===== config.mk =====
export PLATFORM = sky130hd
export DESIGN_NAME = fpt_transfer_decode
export DESIGN_NICKNAME = d
export VERILOG_FILES = /design/src/design/fpt_pkg.sv /design/src/design/fpt_round.sv /design/src/design/fpt_transfer_decode.sv
export SDC_FILE = /design/constraint.sdc
export NUM_CORES = 1
export LEC_CHECK = 0
export BUFFER_PORTS_ARGS = -buffer_cell sky130_fd_sc_hd__buf_2
export CAP_MARGIN = 10
export CORE_ASPECT_RATIO = 0.6
export CORE_MARGIN = 2
export CORE_UTILIZATION = 45
export CTS_CLUSTER_DIAMETER = 200
export DETAILED_ROUTE_END_ITERATION = 12
export GPL_TIMING_DRIVEN = 0
export PLACE_DENSITY = 0.68
export SLEW_MARGIN = 20
export SYNTH_ARGS = -nofsm -noshare
export SYNTH_HDL_FRONTEND = slang
export SYNTH_HIERARCHICAL = 1
export SYNTH_SLANG_ARGS = --single-unit

===== constraint.sdc =====
create_clock -name clk -period 3.4 [get_ports clk]
set_input_delay 0.51 -clock clk [delete_from_list [all_inputs] [get_ports clk]]
set_output_delay 0.51 -clock clk [all_outputs]
set_load 0.005 [all_outputs]

===== src/design/fpt_pkg.sv =====
// Package of constants and carrier types for the floating-point transfer decoder.
package fpt_pkg;

	// Register map of the AXI4-Lite slave, byte addresses.
	localparam logic [31:0] FPT_ADDR_CTRL   = 32'h0000_0000;
	localparam logic [31:0] FPT_ADDR_STATUS = 32'h0000_0004;
	localparam logic [31:0] FPT_ADDR_WORDS  = 32'h0000_0008;

	// Control register fields and reset value.
	localparam int          FPT_CTRL_EP_BIT = 0;
	localparam int          FPT_CTRL_EN_BIT = 1;
	localparam logic [1:0]  FPT_CTRL_RESET  = 2'h2;

	// Status register fields.
	localparam int          FPT_STAT_BUSY_BIT = 0;
	localparam int          FPT_STAT_LSB_CNT  = 16;

	// AXI response codes.
	localparam logic [1:0]  FPT_RESP_OKAY   = 2'h0;
	localparam logic [1:0]  FPT_RESP_SLVERR = 2'h2;

	// Instruction field positions.
	localparam int          FPT_BIT_PRE    = 24;
	localparam int          FPT_BIT_UP     = 23;
	localparam int          FPT_BIT_Y      = 22;
	localparam int          FPT_BIT_WB     = 21;
	localparam int          FPT_BIT_LOAD   = 20;
	localparam int          FPT_RN_LSB     = 16;
	localparam int          FPT_BIT_X      = 15;
	localparam int          FPT_FD_LSB     = 12;
	localparam int          FPT_CP_LSB     = 8;

	// Coprocessor field codes for single and multiple transfers.
	localparam logic [3:0]  FPT_CP_SINGLE  = 4'h1;
	localparam logic [3:0]  FPT_CP_MULTI   = 4'h2;

	// Transfer geometry.
	localparam logic [31:0] FPT_WORD_BYTES    = 32'h0000_0004;
	localparam logic [2:0]  FPT_WORDS_PER_REG = 3'h3;
	localparam logic [2:0]  FPT_WORDS_SINGLE  = 3'h1;
	localparam logic [2:0]  FPT_WORDS_DOUBLE  = 3'h2;
	localparam logic [2:0]  FPT_WORDS_EXT     = 3'h3;
	localparam logic [2:0]  FPT_WORDS_EPACKED = 3'h4;

	// Exponent biases and limits of the formats, in 18-bit signed arithmetic.
	localparam logic signed [17:0] FPT_EXT_BIAS = 18'sh0_3FFF;
	localparam logic signed [17:0] FPT_SGL_BIAS = 18'sh0_007F;
	localparam logic signed [17:0] FPT_DBL_BIAS = 18'sh0_03FF;
	localparam logic signed [17:0] FPT_SGL_EMAX = 18'sh0_00FF;
	localparam logic signed [17:0] FPT_DBL_EMAX = 18'sh0_07FF;
	localparam logic [14:0]        FPT_EXT_ESPC = 15'h7FFF;

	// Memory format of a single-register transfer.
	typedef enum logic [1:0] {
		FMT_SINGLE,
		FMT_DOUBLE,
		FMT_EXTENDED,
		FMT_PACKED
	} fpt_fmt_e;

	// Internal register-file value: sign, biased exponent, explicit-integer mantissa.
	typedef struct packed {
		logic        sign;
		logic [14:0] exp;
		logic [63:0] mant;
	} fpt_fpval_s;

	// One word transfer offered to memory.
	typedef struct packed {
		logic [31:0] addr;
		logic [31:0] wdata;
		logic        write;
		logic [2:0]  fp_reg;
		logic [1:0]  word_idx;
		logic        last;
	} fpt_mem_req_s;

	// Base register write-back.
	typedef struct packed {
		logic [3:0]  base_reg_index;
		logic [31:0] value;
	} fpt_wb_s;

endpackage


===== src/design/fpt_round.sv =====
// Round-to-nearest-even reduction of a 64-bit mantissa to a narrower width.
`timescale 1ns/1ps
module fpt_round
	import fpt_pkg::*;
#(
	parameter int KEEP = 24
)
(
	input  wire logic [63:0]     mant,
	output logic      [KEEP-1:0] rmant,
	output logic                 carry
);

	logic            lsb;
	logic            guard;
	logic            sticky;
	logic            up;
	logic [KEEP:0]   sum;

	// Ties go to even; bits below the kept width only decide the rounding.
	always_comb
	begin
		lsb    = mant[64-KEEP];
		guard  = mant[63-KEEP];
		sticky = |mant[62-KEEP:0];
		up     = guard & (sticky | lsb);
		sum    = {1'b0, mant[63 -: KEEP]} + {{KEEP{1'b0}}, up};
		carry  = sum[KEEP];
		rmant  = carry ? {1'b1, {(KEEP-1){1'b0}}} : sum[KEEP-1:0];
	end

endmodule


===== src/design/fpt_transfer_decode.sv =====
// Decoder and address generator for floating-point load/store transfer instructions.
//
// Design decisions made here: the address map and the AXI4-Lite register port.
`timescale 1ns/1ps
module fpt_transfer_decode
	import fpt_pkg::*;
(
	input  wire logic         clk,
	input  wire logic         arst_n,
	input  wire logic [31:0]  s_axi_awaddr,
	input  wire logic         s_axi_awvalid,
	output logic              s_axi_awready,
	input  wire logic [31:0]  s_axi_wdata,
	input  wire logic [3:0]   s_axi_wstrb,
	input  wire logic         s_axi_wvalid,
	output logic              s_axi_wready,
	output logic [1:0]        s_axi_bresp,
	output logic              s_axi_bvalid,
	input  wire logic         s_axi_bready,
	input  wire logic [31:0]  s_axi_araddr,
	input  wire logic         s_axi_arvalid,
	output logic              s_axi_arready,
	output logic [31:0]       s_axi_rdata,
	output logic [1:0]        s_axi_rresp,
	output logic              s_axi_rvalid,
	input  wire logic         s_axi_rready,
	input  wire logic         iss_valid,
	output logic              iss_ready,
	input  wire logic [31:0]  iss_instr,
	input  wire logic [31:0]  iss_base,
	input  wire logic         iss_cond_pass,
	output logic [2:0]        rf_rd_index,
	input  wire fpt_fpval_s   rf_rd_value,
	output logic              mem_valid,
	input  wire logic         mem_ready,
	output fpt_mem_req_s      mem_req,
	output logic              wb_valid,
	output fpt_wb_s           wb,
	output logic              done,
	output logic              illegal
);

	typedef enum logic [1:0] {
		S_IDLE,
		S_PREP,
		S_WAIT
	} fpt_state_e;

	// Transfer state.
	fpt_state_e   state_reg, state_next;
	logic [31:0]  addr_reg, addr_next;
	logic [31:0]  wbval_reg, wbval_next;
	logic [3:0]   rn_reg, rn_next;
	logic         wben_reg, wben_next;
	logic         store_reg, store_next;
	logic         multi_reg, multi_next;
	fpt_fmt_e     fmt_reg, fmt_next;
	logic [2:0]   perreg_reg, perreg_next;
	logic [1:0]   regsleft_reg, regsleft_next;
	logic [2:0]   curreg_reg, curreg_next;
	logic [1:0]   widx_reg, widx_next;
	logic         memv_reg, memv_next;
	fpt_mem_req_s req_reg, req_next;
	logic         wbv_reg, wbv_next;
	logic         done_reg, done_next;
	logic         ill_reg, ill_next;
	logic [15:0]  words_reg, words_next;
	logic [15:0]  instrs_reg, instrs_next;

	// Register bus state.
	logic [1:0]   ctrl_reg, ctrl_next;
	logic         awh_reg, awh_next;
	logic [31:0]  awa_reg, awa_next;
	logic         wh_reg, wh_next;
	logic [31:0]  wd_reg, wd_next;
	logic [3:0]   ws_reg, ws_next;
	logic         bv_reg, bv_next;
	logic [1:0]   br_reg, br_next;
	logic         rv_reg, rv_next;
	logic [31:0]  rd_reg, rd_next;
	logic [1:0]   rr_reg, rr_next;

	// Decode helpers.
	logic [3:0]   cp_field;
	logic [1:0]   yx;
	logic [31:0]  off_bytes;
	logic [31:0]  moved_base;
	logic         last_word;
	logic [31:0]  word_data;
	fpt_fmt_e     eff_fmt;

	// Rounding helpers for single and double stores.
	logic [23:0]  rm_s;
	logic         cy_s;
	logic [52:0]  rm_d;
	logic         cy_d;
	logic signed [17:0] e_s;
	logic signed [17:0] e_d;
	logic [31:0]  sgl_word;
	logic [63:0]  dbl_bits;
	logic         is_zero;
	logic         is_spec;

	// Mantissa rounders for the two narrower formats.
	fpt_round #(.KEEP(24)) u_round_s
	(
		.mant  (rf_rd_value.mant),
		.rmant (rm_s),
		.carry (cy_s)
	);

	fpt_round #(.KEEP(53)) u_round_d
	(
		.mant  (rf_rd_value.mant),
		.rmant (rm_d),
		.carry (cy_d)
	);

	// Store conversion: round the mantissa, rebias, flush tiny values to zero and overflow large ones to infinity.
	always_comb
	begin
		is_zero = ~rf_rd_value.mant[63];
		is_spec = (rf_rd_value.exp == FPT_EXT_ESPC);
		e_s = 18'(rf_rd_value.exp) + 18'(cy_s) - FPT_EXT_BIAS + FPT_SGL_BIAS;
		e_d = 18'(rf_rd_value.exp) + 18'(cy_d) - FPT_EXT_BIAS + FPT_DBL_BIAS;
		if (is_spec)
			sgl_word = {rf_rd_value.sign, 8'hFF, rf_rd_value.mant[62:40]};
		else if (is_zero || e_s <= 18'sh0_0000)
			sgl_word = {rf_rd_value.sign, 31'h0000_0000};
		else if (e_s >= FPT_SGL_EMAX)
			sgl_word = {rf_rd_value.sign, 8'hFF, 23'h00_0000};
		else
			sgl_word = {rf_rd_value.sign, e_s[7:0], rm_s[22:0]};
		if (is_spec)
			dbl_bits = {rf_rd_value.sign, 11'h7FF, rf_rd_value.mant[62:11]};
		else if (is_zero || e_d <= 18'sh0_0000)
			dbl_bits = {rf_rd_value.sign, 63'h0000_0000_0000_0000};
		else if (e_d >= FPT_DBL_EMAX)
			dbl_bits = {rf_rd_value.sign, 11'h7FF, 52'h0_0000_0000_0000};
		else
			dbl_bits = {rf_rd_value.sign, e_d[10:0], rm_d[51:0]};
	end

	// Word of store data for the current register and word index.
	always_comb
	begin
		eff_fmt = multi_reg ? FMT_EXTENDED : fmt_reg;
		word_data = 32'h0000_0000;
		unique case (eff_fmt)
			FMT_SINGLE:
				word_data = sgl_word;
			FMT_DOUBLE:
				word_data = (widx_reg == 2'h0) ? dbl_bits[63:32] : dbl_bits[31:0];
			FMT_EXTENDED, FMT_PACKED:
			begin
				unique case (widx_reg)
					2'h0: word_data = {rf_rd_value.sign, 16'h0000, rf_rd_value.exp};
					2'h1: word_data = rf_rd_value.mant[63:32];
					2'h2: word_data = rf_rd_value.mant[31:0];
					2'h3: word_data = 32'h0000_0000;
				endcase
			end
		endcase
	end

	// Instruction decode and the word sequencer.
	always_comb
	begin
		cp_field   = iss_instr[FPT_CP_LSB +: 4];
		yx         = {iss_instr[FPT_BIT_Y], iss_instr[FPT_BIT_X]};
		off_bytes  = {22'h00_0000, iss_instr[7:0], 2'h0};
		moved_base = iss_instr[FPT_BIT_UP] ? iss_base + off_bytes
			: iss_base - off_bytes;
		last_word  = ({1'b0, widx_reg} == perreg_reg - 3'h1) && (regsleft_reg == 2'h0);
		iss_ready  = (state_reg == S_IDLE) && ctrl_reg[FPT_CTRL_EN_BIT];
		state_next = state_reg;
		addr_next = addr_reg;
		wbval_next = wbval_reg;
		rn_next = rn_reg;
		wben_next = wben_reg;
		store_next = store_reg;
		multi_next = multi_reg;
		fmt_next = fmt_reg;
		perreg_next = perreg_reg;
		regsleft_next = regsleft_reg;
		curreg_next = curreg_reg;
		widx_next = widx_reg;
		memv_next = memv_reg;
		req_next = req_reg;
		wbv_next = 1'b0;
		done_next = 1'b0;
		ill_next = 1'b0;
		words_next = words_reg;
		instrs_next = instrs_reg;
		unique case (state_reg)
			S_IDLE:
			begin
				if (iss_valid && iss_ready)
				begin
					if (cp_field != FPT_CP_SINGLE && cp_field != FPT_CP_MULTI)
						ill_next = 1'b1;
					else if (!iss_cond_pass)
						done_next = 1'b1;
					else
					begin
						addr_next = iss_instr[FPT_BIT_PRE] ? moved_base : iss_base;
						wbval_next = moved_base;
						wben_next = iss_instr[FPT_BIT_WB];
						rn_next = iss_instr[FPT_RN_LSB +: 4];
						store_next = ~iss_instr[FPT_BIT_LOAD];
						multi_next = (cp_field == FPT_CP_MULTI);
						fmt_next = fpt_fmt_e'(yx);
						curreg_next = iss_instr[FPT_FD_LSB +: 3];
						widx_next = 2'h0;
						if (cp_field == FPT_CP_MULTI)
						begin
							perreg_next = FPT_WORDS_PER_REG;
							regsleft_next = yx - 2'h1;
						end
						else
						begin
							regsleft_next = 2'h0;
							unique case (yx)
								2'h0: perreg_next = FPT_WORDS_SINGLE;
								2'h1: perreg_next = FPT_WORDS_DOUBLE;
								2'h2: perreg_next = FPT_WORDS_EXT;
								2'h3: perreg_next = ctrl_reg[FPT_CTRL_EP_BIT]
									? FPT_WORDS_EPACKED : FPT_WORDS_EXT;
							endcase
						end
						state_next = S_PREP;
					end
				end
			end
			S_PREP:
			begin
				req_next.addr = addr_reg;
				req_next.wdata = store_reg ? word_data : 32'h0000_0000;
				req_next.write = store_reg;
				req_next.fp_reg = curreg_reg;
				req_next.word_idx = widx_reg;
				req_next.last = last_word;
				memv_next = 1'b1;
				state_next = S_WAIT;
			end
			S_WAIT:
			begin
				if (mem_ready)
				begin
					memv_next = 1'b0;
					words_next = words_reg + 16'h0001;
					addr_next = addr_reg + FPT_WORD_BYTES;
					if (req_reg.last)
					begin
						done_next = 1'b1;
						wbv_next = wben_reg;
						instrs_next = instrs_reg + 16'h0001;
						state_next = S_IDLE;
					end
					else
					begin
						if ({1'b0, widx_reg} == perreg_reg - 3'h1)
						begin
							widx_next = 2'h0;
							curreg_next = curreg_reg + 3'h1;
							regsleft_next = regsleft_reg - 2'h1;
						end
						else
							widx_next = widx_reg + 2'h1;
						state_next = S_PREP;
					end
				end
			end
		endcase
	end

	// AXI4-Lite slave: address and data taken in either order, one response each.
	always_comb
	begin
		s_axi_awready = ~awh_reg & ~bv_reg;
		s_axi_wready = ~wh_reg & ~bv_reg;
		s_axi_arready = ~rv_reg;
		awh_next = awh_reg;
		awa_next = awa_reg;
		wh_next = wh_reg;
		wd_next = wd_reg;
		ws_next = ws_reg;
		bv_next = bv_reg;
		br_next = br_reg;
		rv_next = rv_reg;
		rd_next = rd_reg;
		rr_next = rr_reg;
		ctrl_next = ctrl_reg;
		if (s_axi_awvalid && s_axi_awready)
		begin
			awh_next = 1'b1;
			awa_next = s_axi_awaddr;
		end
		if (s_axi_wvalid && s_axi_wready)
		begin
			wh_next = 1'b1;
			wd_next = s_axi_wdata;
			ws_next = s_axi_wstrb;
		end
		if (awh_reg && wh_reg)
		begin
			awh_next = 1'b0;
			wh_next = 1'b0;
			bv_next = 1'b1;
			br_next = FPT_RESP_OKAY;
			if (awa_reg[31:2] == FPT_ADDR_CTRL[31:2])
			begin
				if (ws_reg[0])
					ctrl_next = wd_reg[1:0];
			end
			else if (awa_reg[31:2] != FPT_ADDR_STATUS[31:2]
				&& awa_reg[31:2] != FPT_ADDR_WORDS[31:2])
				br_next = FPT_RESP_SLVERR;
		end
		if (bv_reg && s_axi_bready)
			bv_next = 1'b0;
		if (s_axi_arvalid && s_axi_arready)
		begin
			rv_next = 1'b1;
			rr_next = FPT_RESP_OKAY;
			rd_next = 32'h0000_0000;
			if (s_axi_araddr[31:2] == FPT_ADDR_CTRL[31:2])
				rd_next = {30'h0000_0000, ctrl_reg};
			else if (s_axi_araddr[31:2] == FPT_ADDR_STATUS[31:2])
			begin
				rd_next[FPT_STAT_BUSY_BIT] = (state_reg != S_IDLE);
				rd_next[FPT_STAT_LSB_CNT +: 16] = instrs_reg;
			end
			else if (s_axi_araddr[31:2] == FPT_ADDR_WORDS[31:2])
				rd_next = {16'h0000, words_reg};
			else
				rr_next = FPT_RESP_SLVERR;
		end
		else if (rv_reg && s_axi_rready)
			rv_next = 1'b0;
	end

	// State registers.
	always_ff @(posedge clk or negedge arst_n)
	begin
		if (!arst_n)
		begin
			state_reg <= S_IDLE;
			addr_reg <= 32'h0000_0000;
			wbval_reg <= 32'h0000_0000;
			rn_reg <= 4'h0;
			wben_reg <= 1'b0;
			store_reg <= 1'b0;
			multi_reg <= 1'b0;
			fmt_reg <= FMT_SINGLE;
			perreg_reg <= 3'h1;
			regsleft_reg <= 2'h0;
			curreg_reg <= 3'h0;
			widx_reg <= 2'h0;
			memv_reg <= 1'b0;
			req_reg <= '0;
			wbv_reg <= 1'b0;
			done_reg <= 1'b0;
			ill_reg <= 1'b0;
			words_reg <= 16'h0000;
			instrs_reg <= 16'h0000;
			ctrl_reg <= FPT_CTRL_RESET;
			awh_reg <= 1'b0;
			awa_reg <= 32'h0000_0000;
			wh_reg <= 1'b0;
			wd_reg <= 32'h0000_0000;
			ws_reg <= 4'h0;
			bv_reg <= 1'b0;
			br_reg <= FPT_RESP_OKAY;
			rv_reg <= 1'b0;
			rd_reg <= 32'h0000_0000;
			rr_reg <= FPT_RESP_OKAY;
		end
		else
		begin
			state_reg <= state_next;
			addr_reg <= addr_next;
			wbval_reg <= wbval_next;
			rn_reg <= rn_next;
			wben_reg <= wben_next;
			store_reg <= store_next;
			multi_reg <= multi_next;
			fmt_reg <= fmt_next;
			perreg_reg <= perreg_next;
			regsleft_reg <= regsleft_next;
			curreg_reg <= curreg_next;
			widx_reg <= widx_next;
			memv_reg <= memv_next;
			req_reg <= req_next;
			wbv_reg <= wbv_next;
			done_reg <= done_next;
			ill_reg <= ill_next;
			words_reg <= words_next;
			instrs_reg <= instrs_next;
			ctrl_reg <= ctrl_next;
			awh_reg <= awh_next;
			awa_reg <= awa_next;
			wh_reg <= wh_next;
			wd_reg <= wd_next;
			ws_reg <= ws_next;
			bv_reg <= bv_next;
			br_reg <= br_next;
			rv_reg <= rv_next;
			rd_reg <= rd_next;
			rr_reg <= rr_next;
		end
	end

	// Outputs straight from flip-flops.
	assign rf_rd_index = curreg_reg;
	assign mem_valid = memv_reg;
	assign mem_req = req_reg;
	assign wb_valid = wbv_reg;
	assign wb.base_reg_index = rn_reg;
	assign wb.value = wbval_reg;
	assign done = done_reg;
	assign illegal = ill_reg;
	assign s_axi_bvalid = bv_reg;
	assign s_axi_bresp = br_reg;
	assign s_axi_rvalid = rv_reg;
	assign s_axi_rdata = rd_reg;
	assign s_axi_rresp = rr_reg;

endmodule


==> results.sh <==
export IMPL_outcome="finished with violations"
export IMPL_failed_checks="negative setup slack"
export IMPL_finalSetupViolations=32
export IMPL_min_to="s_axi_rvalid"
export IMPL_drt_iter0_markers=2679
export IMPL_grt_use_total_pct=35.86
export IMPL_path_class="primary input to flop"
export IMPL_critPathTopFamily="simple AND/OR/NAND/NOR gates"
export IMPL_rows=58
export IMPL_finalWirelength_um=82550
export IMPL_p_leak_nw=11.00
export IMPL_vias=20463
export IMPL_hold_start="s_axi_rready"
export IMPL_area_delta_synth_final_pct=30.13
export IMPL_finalCritPeriodShare_pct=131.9
export IMPL_reg2reg_setup_slack_ps=-290
export IMPL_ir_worst_vdd_uv=472.7
export IMPL_ctsLongestPathBuffers=3
export IMPL_stdcell_count=3276
export IMPL_antenna_found_initial=5
export IMPL_finalCriticalPeriod_ps=4486
export IMPL_wl_per_cell_um=25.20
export IMPL_dp_cells=3145
export IMPL_worst_pin_slew_ps=1069
export IMPL_rsz0062_at_grt="true"
export IMPL_timing_rr_start="widx_reg[1]"
export IMPL_core_area_um2=41870
export IMPL_cap_violations=0
export IMPL_cts_root_buf="clkbuf_16"
export IMPL_drc=0
export IMPL_relSlewSlack_pct=28.12
export IMPL_crit_slowest_cell="or4b_4"
export IMPL_cts_buffers=28
export IMPL_finalHoldViolations=0
export IMPL_io_buffer_count=361
export IMPL_initial_core_util_pct=45.66
export IMPL_path_max_fanout=5
export IMPL_required_ps=3820
export IMPL_whs_path_depth=2
export IMPL_syn_inst=2209
export IMPL_postLayoutCoreUtil_pct=59.41
export IMPL_postPlaceCellArea_um2=22040
export IMPL_insertion_delay_ps=580
export IMPL_dieHeight_um=163.7
export IMPL_grt_pass1_vias=19205
export IMPL_fin_nets=2991
export IMPL_finalWorstSetupSlack_ps=-1086
export IMPL_grt_max_degree=87
export IMPL_post_place_ws_ps=-3038
export IMPL_power_total_mw=12.13
export IMPL_die_area_um2=44200
export IMPL_boundaryPins=410
export IMPL_htree_levels=1
export IMPL_cts_tree="yes"
export IMPL_power_density_nw_per_um2=487.5
export IMPL_place_congestion=1.044
export IMPL_drive_gt1_share_pct=30.46
export IMPL_cp_num_buf_inv=8
export IMPL_synth_yosys_warnings=6
export IMPL_hold_class="primary input to flop"
export IMPL_overflow=0
export IMPL_grt_pass1_wl_um=119800
export IMPL_synth_area_per_cell_um2=8.654
export IMPL_skew_ps=16.90
export IMPL_final_area_um2=24880
export IMPL_reg2reg_depth=9
export IMPL_largest_register_ffs=71
export IMPL_clk_pin_slew_worst_paths_ps=60
export IMPL_antenna_left=0
export IMPL_slew_viol_final=0
export IMPL_cts_sinks=265
export IMPL_synth_area_um2=19120
export IMPL_dpl_hpwl_um=62400
export IMPL_crit_path_end_kind="flop"
export IMPL_startpoint_type="primary input"
export IMPL_cp_arrival_ps=4900
export IMPL_timing_rr_end="mem_req[21]"
export IMPL_fmax_ghz=0.2229
export IMPL_fp_dieW_um=270.1
export IMPL_firstDrtPassIters=7
export IMPL_cp_common_cell="ha_4"
export IMPL_cp_slowest_stage_delay_ps=470
export IMPL_viasPerCell=6.246
power by group:
part           internal [mW]  total (mW)  switching [mW]
combinational           1.74        4.63            2.89
clock                   1.90        3.31            1.41
sequential              3.72        4.18           0.460
worst max path at each step:
| stage | slack [ps] | end | cells after the start | from |
|---|---|---|---|---|
| 6_report | -1090 | mem_req[22] | 25 | rf_rd_value[11] |
| 5_1_grt | -1240 | mem_req[28] | 23 | rf_rd_value[40] |
| 4_1_cts | -1020 | mem_req[10] | 23 | rf_rd_value[40] |
| 3_5_place_dp | -3040 | mem_req[7] | 22 | rf_rd_value[24] |
| 3_3_place_gp | -3100 | mem_req[14] | 1 | arst_n |
| 2_1_floorplan | -1230 | mem_req[28] | 23 | rf_rd_value[16] |
placed cells by master (no fill, tap or decap), types with 10 or more instances in the layout:
cell type  instances
buf_2            331
nand2_1          329
dfrtp_1          263
o21ai_0          135
nor2_1           122
a21oi_1          119
clkbuf_1          85
buf_4             84
nand3_1           77
xnor2_1           74
xor2_1            69
nor3_1            53
nand4_1           50
mux2_2            43
ha_1              42
a22o_1            40
inv_1             39
nor4_1            39
a21o_1            33
and3_1            31
clkbuf_16         29
buf_6             24
a221o_1           21
mux4_2            20
and2_1            18
a31oi_1           18
o31ai_2           18
a221oi_2          16
a21oi_2           15
mux2i_1           15
or3_1             15
nand2b_1          14
nor2b_1           14
a22oi_1           14
buf_1             13
o31ai_1           13
o21ai_1           12
clkbuf_4          11
and4_1            10
metal layers:
| metal | wire length, um | global-route usage, % |
|---|---|---|
| met4 | 2441 | 9.571 |
| met1 | 36390 | 52.70 |
| met5 | 0 | 0 |
| met2 | 32120 | 47.22 |
| met3 | 11600 | 15.08 |
per-stage QoR:
stage / setup TNS, ps / hold WS, ps
final: -32190 / 118.7
after global routing: -37160 / 129.1
after CTS: -29940 / 95.06
after floorplan: -37660 / 214.4
after global placement: -922440 / 444.5
after detailed placement: -119000 / 425.2
layout make-up:
type                    count  area [um^2]
diodes                      1        2.502
plain buffers             125        604.3
clock buffers              35        758.2
clock inverters            17        209.0
fillers                  3774        17000
inverters                  46        182.7
multi-input cells        1769        12940
flip-flops and latches    265         6634
well taps                 570        713.2
repair buffers            448         2833
worst register-to-register path: cells and delay by family, from the launching register on:
kind | cells | cell delay [ps]
AOI/OAI and AO/OA | 5 | 1510
buffers and inverters | 3 | 1360
DFF | 1 | 420
adders and majority gates | 1 | 320
timing repair:
item                                   4_1_cts  5_1_grt
endpoints found under the hold margin       47        0
hold buffers                                 1        0
pin swaps                                   57       68
setup buffers                               52       27
gates cloned                                 4        1
gates resized for setup                    178      110
setup endpoints to repair                   58       76
No activity file was read; power rests on OpenSTA's default activity.
